File: config.mk
export PLATFORM = sky130hd
export DESIGN_NAME = pwm_channel_ctl
export DESIGN_NICKNAME = d
export VERILOG_FILES = /design/src/shared/pwm_ctl_pkg.sv /design/src/hw/pwm_channel_ctl.sv
export SDC_FILE = /design/constraint.sdc
export NUM_CORES = 1
export LEC_CHECK = 0
export ABC_AREA = 1
export ABC_CLOCK_PERIOD_IN_PS = 4000
export BUFFER_PORTS_ARGS = -buffer_cell sky130_fd_sc_hd__buf_2
export CAP_MARGIN = 20
export CORE_UTILIZATION = 56
export CTS_BUF_LIST = sky130_fd_sc_hd__clkbuf_4 sky130_fd_sc_hd__clkbuf_8
export DETAILED_ROUTE_END_ITERATION = 8
export GPL_ROUTABILITY_DRIVEN = 0
export PLACE_DENSITY = 0.85
export SYNTH_ARGS = -nofsm -noshare
export SYNTH_HDL_FRONTEND = slang
export SYNTH_SLANG_ARGS = --single-unit
File: constraint.sdc
create_clock -name MCLK_I -period 4 [get_ports MCLK_I]
set_input_delay 1.2 -clock MCLK_I [delete_from_list [all_inputs] [get_ports MCLK_I]]
set_output_delay 1.2 -clock MCLK_I [all_outputs]
set_load 0.02 [all_outputs]
File: src/shared/pwm_ctl_pkg.sv
/*
  Package for the PWM channel enable / polarity / clock select block:
  register indices, field positions, reset values and bus widths.
  Assumes a 32-bit classic Wishbone slave with word-aligned registers.
*/
`default_nettype none

package pwm_ctl_pkg;

  localparam int unsigned CHANNELS   = 8;
  localparam int unsigned PAIRS      = 4;
  localparam int unsigned DATA_W     = 32;
  localparam int unsigned ADDR_W     = 5;
  localparam int unsigned IDX_W      = 3;
  localparam int unsigned IDX_LSB    = 2;

  // register indices; byte address is four times the index
  localparam logic [2:0] IDX_CHANNEL_ENABLE       = 3'h0;
  localparam logic [2:0] IDX_CHANNEL_POLARITY     = 3'h1;
  localparam logic [2:0] IDX_CHANNEL_CLOCK_SELECT = 3'h2;
  localparam logic [2:0] IDX_CHANNEL_JOIN         = 3'h5;
  localparam logic [2:0] IDX_CHANNEL_STATUS       = 3'h6;

  // join register: pair k is joined by bit JOIN_LSB + k
  localparam int unsigned JOIN_LSB   = 4;

  localparam logic [7:0] ENABLE_RESET   = 8'h00;
  localparam logic [7:0] POLARITY_RESET = 8'h00;
  localparam logic [7:0] CLKSEL_RESET   = 8'h00;
  localparam logic [3:0] JOIN_RESET     = 4'h0;

  // clock select bit values
  localparam logic CLKSEL_PLAIN  = 1'b0;
  localparam logic CLKSEL_SCALED = 1'b1;

endpackage : pwm_ctl_pkg

`default_nettype wire

File: src/hw/pwm_channel_ctl.sv
/*
  PWM channel control: per-channel enable with clock-source synchronisation,
  start polarity, plain/scaled clock selection and 16-bit pair joining,
  reached over a classic Wishbone slave (32-bit, word per register).
  Assumes the prescaler, scalers and channel counters sit outside on the
  same clock and hand over clock enables, period-start and duty-match
  pulses as one-cycle strobes in the MCLK_I domain.
*/
// The Wishbone register port was chosen for this implementation.
// Function
// - A set enable drives the pin at once, the waveform from the next source clock tick.
// - Enable register bit n belongs to channel n for n from 0 to 7.
// - The first period after enabling may be irregular and is not corrected.
// - A joined pair is enabled only by its odd channel bit; the even pin is held off.
// - In run mode, all enables low stops the shared prescaler.
// - Polarity one: pin high at period start, low at the duty count.
// - Polarity zero: pin low at period start, high at the duty count.
// - Polarity accepts writes at any time, and a change acts at once.
// - Channels 0, 1, 4 and 5 take clock A on select 0 and scaled clock A on 1.
// - Channels 2, 3, 6 and 7 take clock B on select 0 and scaled clock B on 1.
// - Clock select accepts writes at any time and switches at once.
// - Enable, polarity and clock select are read and written with no restriction.
// - A joined pair forms one 16-bit channel whose waveform leaves on the odd pin.
// - Clocks A and B are the plain sources of their channel groups.
`timescale 1ns/100ps
`default_nettype none

module pwm_channel_ctl
(
  input  wire logic        MCLK_I,
  input  wire logic        SRST_I,
  // classic Wishbone slave
  input  wire logic        CYC_I,
  input  wire logic        STB_I,
  input  wire logic        WE_I,
  input  wire logic [4:0]  ADR_I,
  input  wire logic [3:0]  SEL_I,
  input  wire logic [31:0] DAT_I,
  output logic      [31:0] DAT_O,
  output logic             ACK_O,
  // clock sources, one-cycle enables
  input  wire logic        CLOCK_A_I,
  input  wire logic        CLOCK_B_I,
  input  wire logic        SCALED_CLOCK_A_I,
  input  wire logic        SCALED_CLOCK_B_I,
  input  wire logic        RUN_MODE_I,
  // per-channel counter events, one-cycle pulses
  input  wire logic [7:0]  PERIOD_START_I,
  input  wire logic [7:0]  DUTY_MATCH_I,
  // to counters and pins
  output logic [7:0]       CHANNEL_CLOCK_O,
  output logic             PRESCALE_RUN_O,
  output logic [7:0]       PWM_O,
  output logic [7:0]       PWM_OE_O
);

  typedef struct packed {
    logic [7:0]  channel_enable;
    logic [7:0]  channel_polarity;
    logic [7:0]  channel_clock_select;
    logic [3:0]  join_pair;
    logic [7:0]  running;
    logic [7:0]  before_duty;
    logic [7:0]  pin;
    logic [7:0]  pin_oe;
    logic [7:0]  chan_clock;
    logic        prescale_run;
    logic        ack;
    logic [31:0] rdata;
  } state_t;

  state_t q;
  state_t next_q;

  logic [7:0] live_enable;
  logic [7:0] src_clock;
  logic       access;
  logic       wr_lane0;
  logic [2:0] idx;

  assign access   = CYC_I && STB_I && !q.ack;
  assign wr_lane0 = access && WE_I && SEL_I[0];
  assign idx      = ADR_I[pwm_ctl_pkg::IDX_LSB +: pwm_ctl_pkg::IDX_W];

  genvar g;
  generate
    for (g = 0; g < pwm_ctl_pkg::CHANNELS; g++)
    begin : g_chan
      localparam bit GROUP_A = ((g / 2) % 2) == 0;
      localparam bit ODD     = (g % 2) == 1;
      logic base_clk;
      logic scaled_clk;
      assign base_clk   = GROUP_A ? CLOCK_A_I : CLOCK_B_I;
      assign scaled_clk = GROUP_A ? SCALED_CLOCK_A_I : SCALED_CLOCK_B_I;
      assign src_clock[g] =
        (q.channel_clock_select[g] == pwm_ctl_pkg::CLKSEL_SCALED) ?
        scaled_clk : base_clk;
      // joined even channel ignores its bit
      if (ODD)
      begin : g_odd
        assign live_enable[g] = q.channel_enable[g];
      end
      else
      begin : g_even
        assign live_enable[g] = q.channel_enable[g] && !q.join_pair[g / 2];
      end
    end
  endgenerate

  always_comb
  begin
    next_q = q;

    // bus: ack answers one cycle after the strobe, then drops
    next_q.ack = access;
    if (access && !WE_I)
    begin
      unique case (idx)
        pwm_ctl_pkg::IDX_CHANNEL_ENABLE:
          next_q.rdata = {24'h000000, q.channel_enable};
        pwm_ctl_pkg::IDX_CHANNEL_POLARITY:
          next_q.rdata = {24'h000000, q.channel_polarity};
        pwm_ctl_pkg::IDX_CHANNEL_CLOCK_SELECT:
          next_q.rdata = {24'h000000, q.channel_clock_select};
        pwm_ctl_pkg::IDX_CHANNEL_JOIN:
          next_q.rdata = {24'h000000, q.join_pair, 4'h0};
        pwm_ctl_pkg::IDX_CHANNEL_STATUS:
          next_q.rdata = {24'h000000, q.running};
        default:
          next_q.rdata = 32'h00000000;
      endcase
    end

    if (wr_lane0)
    begin
      // writes at any time, no channel-state lockout
      unique case (idx)
        pwm_ctl_pkg::IDX_CHANNEL_ENABLE:
          next_q.channel_enable = DAT_I[7:0];
        pwm_ctl_pkg::IDX_CHANNEL_POLARITY:
          next_q.channel_polarity = DAT_I[7:0];
        pwm_ctl_pkg::IDX_CHANNEL_CLOCK_SELECT:
          next_q.channel_clock_select = DAT_I[7:0];
        pwm_ctl_pkg::IDX_CHANNEL_JOIN:
          next_q.join_pair = DAT_I[pwm_ctl_pkg::JOIN_LSB +: pwm_ctl_pkg::PAIRS];
        default:
          next_q.rdata = q.rdata;
      endcase
    end

    // prescaler stops when every enable bit is low, the even bit of a joined pair included
    next_q.prescale_run = RUN_MODE_I && (q.channel_enable != 8'h00);

    for (int i = 0; i < pwm_ctl_pkg::CHANNELS; i++)
    begin
      next_q.chan_clock[i] = src_clock[i] && live_enable[i];
      next_q.pin_oe[i] = live_enable[i];
      if (!live_enable[i])
      begin
        next_q.running[i]     = 1'b0;
        next_q.before_duty[i] = 1'b1;
      end
      // waveform waits for the source tick
      else if (!q.running[i] && src_clock[i])
      begin
        next_q.running[i]     = 1'b1;
        next_q.before_duty[i] = 1'b1;
      end
      // no fix-up of a partial first period
      else if (q.running[i])
      begin
        if (PERIOD_START_I[i])
          next_q.before_duty[i] = 1'b1;
        else if (DUTY_MATCH_I[i])
          next_q.before_duty[i] = 1'b0;
      end

      // new polarity shows at once, so a pulse may be cut short
      if (!live_enable[i])
        next_q.pin[i] = 1'b0;
      else if (next_q.before_duty[i])
        next_q.pin[i] = q.channel_polarity[i];
      else
        next_q.pin[i] = !q.channel_polarity[i];
    end
    // even pin of a joined pair carries nothing
    for (int k = 0; k < pwm_ctl_pkg::PAIRS; k++)
    begin
      if (q.join_pair[k])
      begin
        next_q.pin[2 * k]    = 1'b0;
        next_q.pin_oe[2 * k] = 1'b0;
      end
    end
  end

  always_ff @(posedge MCLK_I)
  begin
    if (SRST_I)
    begin
      q                      <= '0;
      q.channel_enable       <= pwm_ctl_pkg::ENABLE_RESET;
      q.channel_polarity     <= pwm_ctl_pkg::POLARITY_RESET;
      q.channel_clock_select <= pwm_ctl_pkg::CLKSEL_RESET;
      q.join_pair            <= pwm_ctl_pkg::JOIN_RESET;
      q.before_duty          <= 8'hFF;
    end
    else
    begin
      q <= next_q;
    end
  end

  assign DAT_O           = q.rdata;
  assign ACK_O           = q.ack;
  assign CHANNEL_CLOCK_O = q.chan_clock;
  assign PRESCALE_RUN_O  = q.prescale_run;
  assign PWM_O           = q.pin;
  assign PWM_OE_O        = q.pin_oe;

endmodule // pwm_channel_ctl

`default_nettype wire

==> results.yml <==
logic_synthesis:
  avgSynthCellArea_um2: 7.56
  yosysUniqueCellTypes: 25
  synth_area_leaders: "dfxtp_1 43%, buf_4 12%, nand2_1 11%, a21oi_1 7.2%, nand3_1 7.1%"
  synth_top_area_frac: 0.425
  synth_top_area_cell: "dfxtp_1"
  ys_ff_latch: 78
  ys_warn_count: 0
  synth_cells: 486
  ys_seq_area_frac: 0.425
  syn_area_mm2: 0.00367
sta:
  fin_ws_ns: 1.74
  min_period_ns: 2.26
  setup_viol: 0
  worst_pin_slew_ns: 0.548
  period_share: 0.565
  grt_setup_unrepaired: "no"
  hold_violations: 0
  fin_skew_ns: 0.00660
  finalMaxSlewViolations: 0
  fmax_mhz: 442
  slew_headroom: 0.635
  fin_tns_setup_ns: 0
clock_tree:
  clk_latency_ns: 0.35
  cts_setup_buffers: 0
  cts_hold_buf: 0
  cts_tree: "yes"
  max-clock-path-buffers: 2
  h-tree-depth: 3
  post_cts_resized: 0
  ctsRootBufferMaster: "clkbuf_8"
  path_clk_slew_ns: 0.08
  clock_sinks: 78
  cts_buffers: 9
layout:
  final_util: 0.620
  fillCellCount: 581
  syn_to_final_growth_pct: 7.19
  multi_input_area_mm2: 0.00154
  nets: 595
  layout-drive-gt1-share: 0.192
  antenna_cells: 0
  seq_area_mm2: 0.00156
  stdcell_area_mm2: 0.00394
grt:
  antenna_found_initial: 0
  grt_max_degree: 30
  grt.overflow.total: 0
  grt_first_pass_wirelength_mm: 12.8
  grt.total_usage: 0.233
  grt_pass1_vias: 2885
routing:
  ant_nets: 0
  wl_per_cell_um: 12.8
  vias: 3205
  wl_mm: 7.78
  route.detailed.drc: 0
  drt_first_iter_violations: 205
  vias_per_cell: 5.28
  drtPass1Iterations: 5
place:
  pre_cts_ws_ns: 1.41
  hpwl_mm: 5.60
  portBuffers: 71
  place_area_mm2: 0.00371
floorplanning:
  fp.dieW_um: 83.0
  initial_utilization: 0.579
  row_count: 29
  core-area_mm2: 0.00635
  io_pins: 125
  dieArea_mm2: 0.00689
  die_height_um: 83.0
pwr:
  powerDensity_mw_per_mm2: 390
  ir_drop_v: 0.000292
  p_leak_nw: 1.77
hold_path:
  hp-start: "DAT_O[0]"
  hold_class: "register to register"
  hold_path_depth: 2
status:
  outcome: "completed"
worst_setup_path:
  timing.rr.end: "q[76]"
  setup.worst_path.start: "ADR_I[3]"
  r2r_setup_slack_ns: 2.55
  crit_end: "q[86]"
  rr_worst_depth: 6
  critical_path_arrival_ns: 2.48
  rr_startpoint: "ACK_O"
  crit_type: "primary input to register"
  worst-endpoint-required_ns: 4.22
  end_kind: "register"
  cp-start-kind: "primary input"
  critPathMaxFanout: 14
flow_run:
  maxCapViolCount: 0
## metal layers
metal  share of wire  track usage  up-vias  wire length [um]
li1                -            -     1561                 -
met1            0.41        0.278     1451              3200
met2            0.48        0.387      168              3700
met3           0.089       0.0636       25               695
met4           0.023        0.111        0               175
met5               0            0        -                 0
## power by group
part	switching [W]	internal, W	leakage, nW
clock network	0.000294	0.000351	0.0977
logic	0.0000794	0.0000302	1.04
registers	0.00000179	0.000778	0.629
total	0.000376	0.00116	1.77
## cells by family (layout without fill, tap and decap cells)
logic type | Yosys count | after routing | share of synthesized area
DFF | 78 | 78 | 0.425
other | 1 | 24 | 0.00102
and+or+nand+nor | 208 | 208 | 0.265
buffers and inverters | 110 | 131 | 0.180
adders and majority gates | 3 | 3 | 0.0102
AOI/OAI and AO/OA | 86 | 86 | 0.118
## state kept, by name (all words and copies together), names as in the netlist
name,cells
CHANNEL_CLOCK_O,8
ACK_O,1
DAT_O,8
PWM_O,8
PRESCALE_RUN_O,1
live_enable,4
q,40
PWM_OE_O,8
## critical path: stages
cell	delay, ns
buf_2	0.11
inv_1	0.09
ha_1	0.31
inv_2	0.07
nor2_4	0.30
nand2_2	0.23
nand2_1	0.10
a21oi_1	0.06
## Yosys cell counts
cell and instances:
buf_2 1, inv_2 3, clkbuf_1 2, nand3_1 52
dfxtp_1 78, buf_1 1, nand4_2 1, o21ai_2 1
buf_4 58, and2_1 8, nor2_4 3, buf_6 4
nor4_1 2, nand3_2 1, ha_1 3, o21ai_1 10
inv_1 41, nand2_4 2, a21oi_1 53, nor2_1 32
nand2_2 1, o21ai_0 22, nand2_1 103, nor2_8 3
conb_1 1
## cells in the final DEF (no fill, tap or decap), types with 2 or more instances in the layout
cell type   netlist  final
a21oi_1          53     53
and2_1            8      8
buf_2             1     71
bufinv_16         0      2
clkbuf_8          0      9
clkinvlp_4        0      4
conb_1            1     24
dfxtp_1          78     78
ha_1              3      3
inv_1            41     41
inv_2             3      3
nand2_1         103    103
nand2_4           2      2
nand3_1          52     52
nor2_1           32     32
nor2_4            3      3
nor2_8            3      3
nor4_1            2      2
o21ai_0          22     22
o21ai_1          10     10
## worst min-delay path by stage
stage                     to  slack [ns]
finish              DAT_O[0]        0.47
global placement    DAT_O[2]        0.45
detailed placement  DAT_O[7]        0.46
floorplan              q[75]        0.44
CTS                 DAT_O[7]        0.47
global route        DAT_O[6]        0.50
## final cells by class
type                    count  area share
flip-flops and latches     78       0.397
multi-input cells         321       0.390
repair buffers             71      0.0902
inverters                  44      0.0419
clock buffers               9      0.0315
clock inverters             7      0.0251
well taps                  77      0.0245
## through the flow
step	total power [W]	hold WS (ns)	instances
CTS	0.00154	0.470	607
global placement	0.000903	0.452	591
detailed placement	0.000906	0.457	591
finish	0.00154	0.471	607
global route	0.00159	0.497	607
floorplan	0.000891	0.443	509
No activity file was read; power rests on OpenSTA's default activity.
